==> src/rtl/mebi_pkg.sv <==
// Purpose: Shared constants and carrier types for the external bus block
// Assumes: One 200 MHz clock; the core issues one bus request per cycle
// Notes:   Phase length and internal program store size set here
package mebi_pkg;

  ////////////////////////////////////////////////////////////////////////
  // Timing and sizes
  localparam real         CLK_PERIOD_NS  = 5.0;
  localparam int unsigned PHASE_CLKS_DEF = 2;     // Clocks per bus phase
  localparam int unsigned PHASE_CLKS_MAX = 255;
  localparam int unsigned INT_ROM_WORDS  = 1024;  // Internal program store

  ////////////////////////////////////////////////////////////////////////
  // Reset values
  localparam logic [7:0]  BUS_RST        = 8'h00;
  localparam logic [7:0]  PORT_RST       = 8'hff; // Quasi lines float high
  localparam logic [3:0]  NIBBLE_FLOAT   = 4'hf;

  ////////////////////////////////////////////////////////////////////////
  // Expander code nibble: op in bits 3:2, port in bits 1:0
  localparam logic [1:0]  EXP_OP_RD      = 2'b00;
  localparam logic [1:0]  EXP_OP_WR      = 2'b01;

  // Bus cycle kinds requested by the core
  typedef enum logic [3:0] {
    K_IDLE, K_FETCH, K_DRD, K_DWR, K_BUSRD, K_BUSWR, K_BUSLAT,
    K_P1RD, K_P1WR, K_P2RD, K_P2WR, K_EXRD, K_EXWR
  } mebi_kind_t;

  // Phases of one machine cycle
  typedef enum logic [2:0] {
    PH_ADDR, PH_HOLD, PH_STRB, PH_SAMP, PH_DONE
  } mebi_phase_t;

  typedef struct packed {
    mebi_kind_t  kind;
    logic [11:0] addr;   // Program counter, data address or expander port
    logic [7:0]  wdata;
    logic        last;   // Final cycle of the current instruction
  } mebi_req_t;

  typedef struct packed {
    logic        done;
    logic [7:0]  rdata;
  } mebi_rsp_t;

  // One-cycle pulses from the instruction decoder
  typedef struct packed {
    logic        start_counter_instr;
    logic        stop_counter_instr;
    logic        clock_out_enable_instr;
    logic        int_enable_instr;
    logic        int_disable_instr;
  } mebi_ctl_t;

  // Pin levels for the conditional jumps
  typedef struct packed {
    logic        test0;
    logic        test1;
    logic        int_n;
  } mebi_lvl_t;

endpackage

==> src/rtl/mebi_top.sv <==
// Purpose: External pin interface of a single-chip 8-bit microcomputer
// Assumes: Core presents one request per machine cycle; pins synchronous
// Notes:   Five phases per machine cycle, each PH_CLKS clocks long
`timescale 1ns/100ps
module mebi_top
  import mebi_pkg::*;
#(
  parameter int unsigned PH_CLKS   = PHASE_CLKS_DEF,
  parameter int unsigned ROM_WORDS = INT_ROM_WORDS
)(
  input  wire logic       clk_i,
  input  wire logic       rst_n_i,
  input  wire mebi_req_t  req_i,
  input  wire mebi_ctl_t  ctl_i,
  output mebi_rsp_t       rsp_o,
  output logic            accept_o,
  output logic            halted_o,
  output mebi_lvl_t       test_lvl_o,
  output logic            int_req_o,
  output logic            count_evt_o,
  input  wire logic       force_external_fetch_i,
  input  wire logic       single_step_n_i,
  input  wire logic       int_n_i,
  input  wire logic       test_input_zero_i,
  output logic            test_input_zero_o,
  output logic            test_input_zero_oe_n_o,
  input  wire logic       test_input_one_i,
  output logic            addr_latch_o,
  output logic            read_strobe_n_o,
  output logic            write_strobe_n_o,
  output logic            expander_strobe_store_strobe_n_o,
  output logic            expander_strobe_o,
  input  wire logic [7:0] mux_bus_lines_i,
  output logic [7:0]      mux_bus_lines_o,
  output logic            mux_bus_lines_oe_n_o,
  input  wire logic [7:0] first_port_lines_i,
  output logic [7:0]      first_port_lines_o,
  input  wire logic [7:0] second_port_lines_i,
  output logic [7:0]      second_port_lines_o
);

  if (ROM_WORDS > 4096) begin : g_chk
    $error("Internal program store larger than address space");
  end

  typedef struct packed {
    mebi_phase_t phase;
    mebi_req_t   cur;
    logic        ext;        // Current fetch goes off chip
    logic        accept;
    logic        halted;
    logic        ale;
    logic        rd_n;
    logic        wr_n;
    logic        pstb_n;
    logic        exp_stb;
    logic [7:0]  bus_out;
    logic        bus_oe_n;
    logic [7:0]  bus_latch;
    logic        bus_static;
    logic [7:0]  p1;
    logic [7:0]  p2;         // Port two latch
    logic [7:0]  p2_drv;     // Port two lines as driven
    logic        clk_out_mode;
    logic        t0_out;
    logic        t0_oe_n;
    logic        count_mode;
    logic        ev_prev;
    logic        cnt_evt;
    logic        int_en;
    logic        int_req;
    mebi_lvl_t   lvl;
    mebi_rsp_t   rsp;
  } mebi_st_t;

  mebi_st_t s_q;
  mebi_st_t s_d;
  logic     tick;

  mebi_tick_div #(
    .DIV     (PH_CLKS)
  ) u_div (
    .clk_i   (clk_i),
    .rst_n_i (rst_n_i),
    .tick_o  (tick)
  );

  ////////////////////////////////////////////////////////////////////////
  // Decoding helpers
  function automatic logic bus_kind(mebi_kind_t k);
    return k inside {K_DRD, K_DWR, K_BUSRD, K_BUSWR};
  endfunction

  function automatic logic fetch_ext(mebi_req_t r, logic frc);
    return (r.kind == K_FETCH) && (frc || 32'(r.addr) >= ROM_WORDS);
  endfunction

  function automatic logic is_exp(mebi_kind_t k);
    return k inside {K_EXRD, K_EXWR};
  endfunction

  ////////////////////////////////////////////////////////////////////////
  // Next state
  always_comb begin
    s_d = s_q;
    s_d.accept   = 1'b0;
    s_d.rsp.done = 1'b0;
    s_d.cnt_evt  = 1'b0;

    // Pin levels for jumps, counter input, interrupt gating
    s_d.lvl = '{test0: test_input_zero_i, test1: test_input_one_i,
                int_n: int_n_i};
    s_d.ev_prev = test_input_one_i;
    if (ctl_i.start_counter_instr) begin
      s_d.count_mode = 1'b1;
    end else if (ctl_i.stop_counter_instr) begin
      s_d.count_mode = 1'b0;
    end
    s_d.cnt_evt = s_q.count_mode & s_q.ev_prev & ~test_input_one_i;
    if (ctl_i.clock_out_enable_instr) begin
      s_d.clk_out_mode = 1'b1;
    end
    // Only the enabled mode drives the pin; it toggles once per phase
    s_d.t0_oe_n = ~s_d.clk_out_mode;
    if (s_q.clk_out_mode && tick) begin
      s_d.t0_out = ~s_q.t0_out;
    end
    if (ctl_i.int_enable_instr) begin
      s_d.int_en = 1'b1;
    end else if (ctl_i.int_disable_instr) begin
      s_d.int_en = 1'b0;
    end
    s_d.int_req = s_d.int_en & ~int_n_i;

    if (tick) begin
      unique case (s_q.phase)
        PH_ADDR: begin
          // Address stays on the lines across the latch falling edge
          s_d.ale   = 1'b0;
          s_d.phase = PH_HOLD;
        end
        PH_HOLD: begin
          s_d.phase = PH_STRB;
          unique case (s_q.cur.kind)
            K_FETCH: begin
              if (s_q.ext) begin
                s_d.pstb_n   = 1'b0;
                s_d.bus_oe_n = 1'b1;
              end
            end
            K_DRD, K_BUSRD: begin
              s_d.rd_n     = 1'b0;
              s_d.bus_oe_n = 1'b1;
            end
            K_DWR, K_BUSWR: begin
              s_d.bus_out  = s_q.cur.wdata;
              s_d.bus_oe_n = 1'b0;
              s_d.wr_n     = 1'b0;
            end
            K_EXRD: begin
              s_d.exp_stb     = 1'b0;
              s_d.p2_drv[3:0] = NIBBLE_FLOAT;
            end
            K_EXWR: begin
              s_d.exp_stb     = 1'b0;
              s_d.p2_drv[3:0] = s_q.cur.wdata[3:0];
            end
            default: ;
          endcase
        end
        PH_STRB: begin
          s_d.phase = PH_SAMP;
        end
        PH_SAMP: begin
          // Sample on the same edge that releases the strobe
          s_d.phase    = PH_DONE;
          s_d.rsp.done = 1'b1;
          s_d.rd_n     = 1'b1;
          s_d.wr_n     = 1'b1;
          s_d.pstb_n   = 1'b1;
          s_d.exp_stb  = 1'b1;
          unique case (s_q.cur.kind)
            K_FETCH: begin
              s_d.rsp.rdata = s_q.ext ? mux_bus_lines_i : 8'h00;
            end
            K_DRD, K_BUSRD: begin
              s_d.rsp.rdata  = mux_bus_lines_i;
              s_d.bus_static = 1'b0;
            end
            K_BUSLAT: begin
              s_d.bus_latch  = s_q.cur.wdata;
              s_d.bus_static = 1'b1;
            end
            K_P1RD: s_d.rsp.rdata = first_port_lines_i & s_q.p1;
            K_P2RD: s_d.rsp.rdata = second_port_lines_i & s_q.p2;
            K_P1WR: s_d.p1 = s_q.cur.wdata;
            K_P2WR: s_d.p2 = s_q.cur.wdata;
            K_EXRD: begin
              s_d.rsp.rdata = {4'h0, second_port_lines_i[3:0]};
            end
            default: ;
          endcase
          if (fetch_ext(s_q.cur, 1'b0) && !s_q.ext) begin
            s_d.bus_static = 1'b0;
          end
          if (s_q.cur.kind == K_FETCH && s_q.ext) begin
            s_d.bus_static = 1'b0;
          end
        end
        PH_DONE: begin
          // Restore the port and bus resting values between cycles
          s_d.p2_drv   = s_q.p2;
          s_d.bus_out  = s_q.bus_latch;
          s_d.bus_oe_n = ~s_q.bus_static;
          if (s_q.halted) begin
            s_d.halted = ~single_step_n_i;
          end else if (s_q.cur.last && !single_step_n_i) begin
            // Halt with no latch pulse until the step input rises
            s_d.halted = 1'b1;
          end else begin
            s_d.phase  = PH_ADDR;
            s_d.accept = 1'b1;
            s_d.cur    = req_i;
            s_d.ale    = 1'b1;
            s_d.ext    = fetch_ext(req_i, force_external_fetch_i);
            if (s_d.ext || bus_kind(req_i.kind)) begin
              s_d.bus_out  = req_i.addr[7:0];
              s_d.bus_oe_n = 1'b0;
            end
            if (s_d.ext) begin
              s_d.p2_drv[3:0] = req_i.addr[11:8];
            end
            if (is_exp(req_i.kind)) begin
              s_d.p2_drv[3:0] = {(req_i.kind == K_EXWR) ? EXP_OP_WR
                                 : EXP_OP_RD, req_i.addr[1:0]};
            end
          end
        end
        default: s_d.phase = PH_DONE;
      endcase
    end
  end

  ////////////////////////////////////////////////////////////////////////
  // State register; reset puts every pin at rest
  always_ff @(posedge clk_i or negedge rst_n_i) begin
    if (!rst_n_i) begin
      s_q <= '{phase: PH_DONE, cur: '{kind: K_IDLE, default: '0},
               rd_n: 1'b1, wr_n: 1'b1, pstb_n: 1'b1, exp_stb: 1'b1,
               bus_out: BUS_RST, bus_oe_n: 1'b1, bus_latch: BUS_RST,
               p1: PORT_RST, p2: PORT_RST, p2_drv: PORT_RST,
               t0_oe_n: 1'b1, ev_prev: 1'b1,
               lvl: '{default: 1'b1}, default: '0};
    end else begin
      s_q <= s_d;
    end
  end

  ////////////////////////////////////////////////////////////////////////
  // Outputs straight from the state register
  assign rsp_o                  = s_q.rsp;
  assign accept_o               = s_q.accept;
  assign halted_o               = s_q.halted;
  assign test_lvl_o             = s_q.lvl;
  assign int_req_o              = s_q.int_req;
  assign count_evt_o            = s_q.cnt_evt;
  assign test_input_zero_o      = s_q.t0_out;
  assign test_input_zero_oe_n_o = s_q.t0_oe_n;
  assign addr_latch_o           = s_q.ale;
  assign read_strobe_n_o        = s_q.rd_n;
  assign write_strobe_n_o       = s_q.wr_n;
  assign expander_strobe_store_strobe_n_o  = s_q.pstb_n;
  assign expander_strobe_o      = s_q.exp_stb;
  assign mux_bus_lines_o        = s_q.bus_out;
  assign mux_bus_lines_oe_n_o   = s_q.bus_oe_n;
  assign first_port_lines_o     = s_q.p1;
  assign second_port_lines_o    = s_q.p2_drv;
endmodule

==> src/rtl/mebi_tick_div.sv <==
// Purpose: Divides the clock into a one-cycle phase enable
// Assumes: DIV clock cycles per phase
// Notes:   Free running so the address latch keeps a steady rate
`timescale 1ns/100ps
module mebi_tick_div
  import mebi_pkg::*;
#(
  parameter int unsigned DIV = PHASE_CLKS_DEF
)(
  input  wire logic clk_i,
  input  wire logic rst_n_i,
  output logic      tick_o
);

  typedef struct packed {
    logic [7:0] cnt;
    logic       tick;
  } mebi_div_st_t;

  localparam logic [7:0] LAST = 8'(DIV - 1);

  mebi_div_st_t s_q;
  mebi_div_st_t s_d;

  if (DIV < 1 || DIV > PHASE_CLKS_MAX) begin : g_chk
    $error("Phase divider out of range");
  end

  ////////////////////////////////////////////////////////////////////////
  // Count up one phase, pulse at its end
  always_comb begin
    s_d = s_q;
    s_d.tick = 1'b0;
    if (s_q.cnt == LAST) begin
      s_d.cnt  = 8'h00;
      s_d.tick = 1'b1;
    end else begin
      s_d.cnt = s_q.cnt + 8'h01;
    end
  end

  always_ff @(posedge clk_i or negedge rst_n_i) begin
    if (!rst_n_i) begin
      s_q <= '0;
    end else begin
      s_q <= s_d;
    end
  end

  assign tick_o = s_q.tick;

endmodule

==> config.mk <==
export PLATFORM = sky130hd
export DESIGN_NAME = mebi_top
export DESIGN_NICKNAME = d
export VERILOG_FILES = /design/src/rtl/mebi_pkg.sv /design/src/rtl/mebi_top.sv /design/src/rtl/mebi_tick_div.sv
export SDC_FILE = /design/constraint.sdc
export NUM_CORES = 1
export LEC_CHECK = 0
export BUFFER_PORTS_ARGS = -buffer_cell sky130_fd_sc_hd__buf_2
export CORE_MARGIN = 2
export CORE_UTILIZATION = 47
export DETAILED_ROUTE_END_ITERATION = 12
export GPL_TIMING_DRIVEN = 0
export PLACE_DENSITY_LB_ADDON = 0.12
export SLEW_MARGIN = 30
export SYNTH_ARGS = -nofsm -noshare
export SYNTH_HDL_FRONTEND = slang
export SYNTH_SLANG_ARGS = --single-unit
==> constraint.sdc <==
create_clock -name clk_i -period 3.35 [get_ports clk_i]
set_clock_uncertainty 0.1 [all_clocks]
set_input_delay 0.335 -clock clk_i [delete_from_list [all_inputs] [get_ports clk_i]]
set_output_delay 0.335 -clock clk_i [all_outputs]
set_load 0.02 [all_outputs]
Word level (Yosys, flattened, before mapping)
Cells that the tools add are included.
{"block": "totals", "register_bits": 106, "input_bits": 61, "elab_cells": 172}
{"block": "classes", "n_addsub": 1, "order_cmp": 2, "n_eq_ne": 34, "n_mux": 49, "bitwise_logic": 13, "n_reduce_logical": 38}
{"op": "30-bit two-way mux", "n": 2}
{"op": "49-bit two-way mux", "n": 1}
{"op": "8-bit two-way mux", "n": 6}
{"op": "9-bit two-way mux", "n": 5}
{"op": "8-bit one-hot mux with 5 select lines", "n": 1}
{"op": "3-bit AND reduction", "n": 11}
{"op": "4-bit equality test, second input constant", "n": 7}
{"op": "25-bit two-way mux", "n": 1}
{"op": "4-bit by 3-bit equality test with 1-bit output, second input constant", "n": 6}
{"op": "12-bit by 11-bit greater-or-equal comparator with 1-bit output, second input constant", "n": 2}
{"op": "4-bit one-hot mux with 2 select lines", "n": 3}
{"op": "4-bit two-way mux", "n": 5}
{"op": "1-bit two-way mux", "n": 19}
{"op": "9-bit one-hot mux with 2 select lines", "n": 1}
{"op": "8-bit bitwise AND", "n": 2}
{"op": "4-bit by 2-bit equality test with 1-bit output, second input constant", "n": 4}
{"op": "4-bit AND reduction", "n": 4}
{"op": "3-bit one-hot mux with 4 select lines", "n": 1}
{"op": "2-bit != test, second input constant", "n": 5}
{"op": "2-bit nonzero test", "n": 5}
{"op": "8-bit by 1-bit adder with 8-bit output, second input constant", "n": 1}
{"op": "4-bit by 1-bit equality test with 1-bit output, second input constant", "n": 2}
{"op": "8-bit by 1-bit equality test with 1-bit output, second input constant", "n": 1}
{"op": "1-bit inverter", "n": 8}
{"op": "other kinds (19)", "n": 34}

Longest topological paths before layout
{"block": "logic_depth", "depth_word": 9, "depth_mapped": 8, "ltp_nobuf": 5}

By module
A second synthesis with hierarchy kept.
{"block": "unflattened", "cells_unflattened": 457, "area_unflattened_um2": 4981.0}
{"module": "mebi_top", "instances": 1, "cells_each": 427, "area_per_inst_um2": 4589.4}
{"module": "mebi_tick_div", "instances": 1, "cells_each": 30, "area_per_inst_um2": 391.6}

Worst setup path after synthesis
Ideal clock, no wire load.
{"block": "synth_timing", "path_kind": "reg2reg", "startpoint": "register s_q[96] in the netlist's numbering", "endpoint": "register s_q[74] in the netlist's numbering", "setup_ns": 0.125, "arrival_time_ns": 1.909, "path_slack_ns": 1.216, "path_stages_with_launch": 8, "path_buffers": 3, "synth_period_minus_slack_ns": 2.134, "path_cell_list": "dfrtp_1 -> nand2b_1 -> buf_2 -> or2_2 -> buf_2 -> nor2_2 -> buf_6 -> mux2_2"}
{"block": "synth_between", "elab_chain_cells": 2}
{"element": "start: declaration", "line": "mebi_top.sv:76", "text": "mebi_st_t s_q;"}
{"element": "start signal: assignment", "line": "mebi_top.sv:248", "text": "s_q <= '{phase: PH_DONE, cur: '{kind: K_IDLE, default: '0},"}
{"element": "3-bit equality test", "line": "mebi_top.sv:136", "text": "unique case (s_q.phase)"}
{"element": "4-bit AND reduction (no line)"}
No other way between the ends.
A chain may end at the register's enable or synchronous reset.

Final worst setup path
{"block": "layout_timing", "startpoint": "register s_q[96] in the netlist's numbering", "endpoint": "register s_q[89] in the netlist's numbering"}
Same word-level chain as after synthesis.

==> summary.txt <==
Floorplan
  – Die height: 104.5 um
  – Area of the core: 9774 um^2
  – Die area: 10,910 um^2
  – Rows: 36
  – Starting Density: 48.53%
  – Io pins: 109
  – Die width: 104.5 um

Logic synthesis
  – Complex-gate fraction of the synthesized area: 10.84%
  – Synth Flop Type: dfrtp_1
  – Synth async-reset ratio: 100.0%
  – Adder-cell share of the synthesized area: 0.5276%
  – Mux cell area share after synthesis: 12.03%
  – Synth Instances: 442
  – Simple-gate share of the synthesized area: 14.64%
  – Register area share after synthesis: 51.54%
  – EDFF count, synth: 0
  – YS warnings: 0
  – Largest area contributor in the netlist: dfrtp_1
  – Yosys cell types: 51
  – Mapped cell area: 4743 um^2
  – Largest family of logic cells by synthesized area: simple AND/OR/NAND/NOR gates
  – Mean Syn Cell Area: 10.73 um^2
  – Xor/xnor share of the synthesized area: 1.662%
  – Synth area leaders: dfrtp_1, dfstp_2, mux2_2, buf_4, nand2_1
  – #FFs+latches synth: 96
  – Synth top area share: 32.71%
  – Syn_nets: 505

Place
  – DP Cell Count: 683
  – DP HPWL: 8.103 mm
  – Port Buffers: 107
  – RePlAce Congestion: 0.8247
  – Dpl cell area: 5479 um^2

STA
  – Min cycle time layout: 2.486 ns
  – Worst slew pin tran: 0.7125 ns
  – Max Clk Rate: 402.2 MHz
  – Final Hold Violating Endpoints: 0
  – Slew Viols, Final: 0
  – Headroom to the max-slew limit: 51.87%
  – Final setup vio count: 0
  – Final Cycle Share: 74.21%
  – RSZ-0062 raised after global routing: no
  – Setup TNS: 0 ns

Layout
  – FF+latch area: 2445 um^2
  – Fillers: 891
  – Fin cells: 703
  – Layout cell share with drive strength beyond 1: 44.39%
  – P&R area growth vs syn: 20.02%
  – Multi-input gate area: 1883 um^2
  – Ant diodes: 0
  – # nets final: 628
  – Final Cell Area: 5693 um^2

Clock network
  – Number of setup buffers added after CTS: 0
  – # hold bufs at CTS: 4
  – Clock transition at path regs: 0.09 ns
  – Bufs on Longest Clock Path: 2
  – CTS tree: yes
  – Root buffer cell: clkbuf_8
  – TritonCTS Buffers: 9
  – Number of gates resized after cts: 0
  – Htree depth: 3
  – Clk Latency, worst-skew pair: 0.37 ns
  – Clock Sinks: 96

Power
  – Worst VDD drop: 0.3199 mV
  – Static Leak: 0.002681 uW
  – PwrDens: 752.0 nW/um^2

Critical path
  – Worst EP arrival: 2.63 ns
  – Crit path launch: s_q[96]
  – R2r startpoint: s_q[96]
  – Worst EP required: 3.49 ns
  – CP Capture Type: register
  – CP max FO: 10
  – Register-to-Register Path Depth: 7
  – CP Class: register to register
  – CP startpoint kind: register

Detailed routing
  – DRC violations left: 0
  – Antenna Nets Post-Route: 0
  – 1st-iter DRT viols: 163
  – Wire per inst: 15.57 um
  – Drt pass-1 iters: 4
  – Vias/cell: 5.166
  – Total length of routed wires: 10.95 mm
  – Via count: 3,632

Global routing
  – Pin count of the biggest net entering global routing: 64
  – Vias in the first global route: 3,626
  – Global-route wire length before repair: 17.99 mm
  – Total congestion overflow: 0
  – Initial antenna violation count: 0
  – Total GRT Usage: 20.64%

Worst hold path
  – Hold Path Stages: 2
  – HP Start: ctl_i[4]
  – Worst min-delay path class: primary input to register

Run
  – Max-Cap Viols: 0

Status
  – Status: complete, no violations
## sequential cells by signal, indices dropped and copies added (netlist names), 3 cells and up
register,count
first_port_lines_o,8
mux_bus_lines_o,8
rsp_o,9
s_q,39
second_port_lines_o,8
test_lvl_o,3
u_div.s_q,8
## power by group
part	internal [uW]	switching, uW	total, uW
combinational	748	868	1620
sequential	1620	341	1960
clock	296	407	703
total	2670	1620	4280
## worst paths after layout
path | endpoint | slack [ns]
min | s_q[16] | 0.04
min in group asynchronous | u_div.s_q[5] | 0.31
min reg2reg | second_port_lines_o[6] | 0.36
max in group asynchronous | test_lvl_o[2] | 2.18
max | s_q[89] | 0.86
max reg2reg | s_q[89] | 0.86
## cells in the mapped netlist, types with 3 or more instances
master / count
buf_2: 5
mux2_2: 40
or2_2: 5
a21oi_1: 18
nor3_1: 9
clkbuf_1: 7
nand2_1: 52
nor2_1: 23
dfstp_2: 34
nand3b_1: 5
o22ai_1: 9
a21o_1: 3
xnor2_1: 7
o31ai_1: 9
dfrtp_1: 62
mux2i_1: 12
nand2b_1: 10
nand3_1: 8
and3_1: 4
buf_4: 37
inv_1: 16
nor2b_1: 6
a31oi_1: 8
o21ai_0: 19
## metal layers
metal	wire [um]	GRT usage (%)
met5	0	0
met4	220	9.073
met2	5014	32.12
met1	5050	28.13
met3	661	3.885
## placed cells by master, fill, tap and decap left out, drive strengths merged, types with 10 or more instances in the layout
cell type,count
dfstp,34
nand2,52
nand2b,10
buf,152
inv,18
a21oi,19
mux2,40
clkbuf,20
dfrtp,62
nor2,24
mux2i,12
o21ai,19
## cell type report
cell class	count	area share, %
Buffer	51	6.176
Clock buffer	13	2.615
Clock inverter	3	0.4396
Inverter	17	1.121
Multi-Input combinational cell	278	33.08
Sequential cell	96	42.94
Tap cell	133	2.923
Timing Repair Buffer	112	10.70
## worst max-delay path, cell delays in order (launching register included)
cell and delay (ns):
dfrtp_1 0.46, nand2b_1 0.18, buf_2 0.18, or2_2 0.28, buf_2 0.15, nor2_2 0.45, buf_6 0.23, mux2_2 0.35
## cell families (layout without fill, tap and decap cells)
logic type      after synthesis  after routing
compound gates               80             80
xor+xnor                      9              9
fa+ha+maj                     2              2
buf+inv                      68            196
flops                        96             96
mux                          52             52
simple gates                135            135
## stage by stage
stage	hold slack, ns	power, uW	setup slack, ns	util, %
2_1_floorplan	-0.06059	3058	1.216	-
3_3_place_gp	0.3401	3550	0.8892	55.71
3_5_place_dp	0.1498	3599	0.8832	56.05
4_1_cts	0.02703	4311	0.8589	58.24
5_1_grt	0.04579	4550	0.7687	58.24
6_report	0.03619	4281	0.8638	58.24
(Power assumes the default switching activity.)
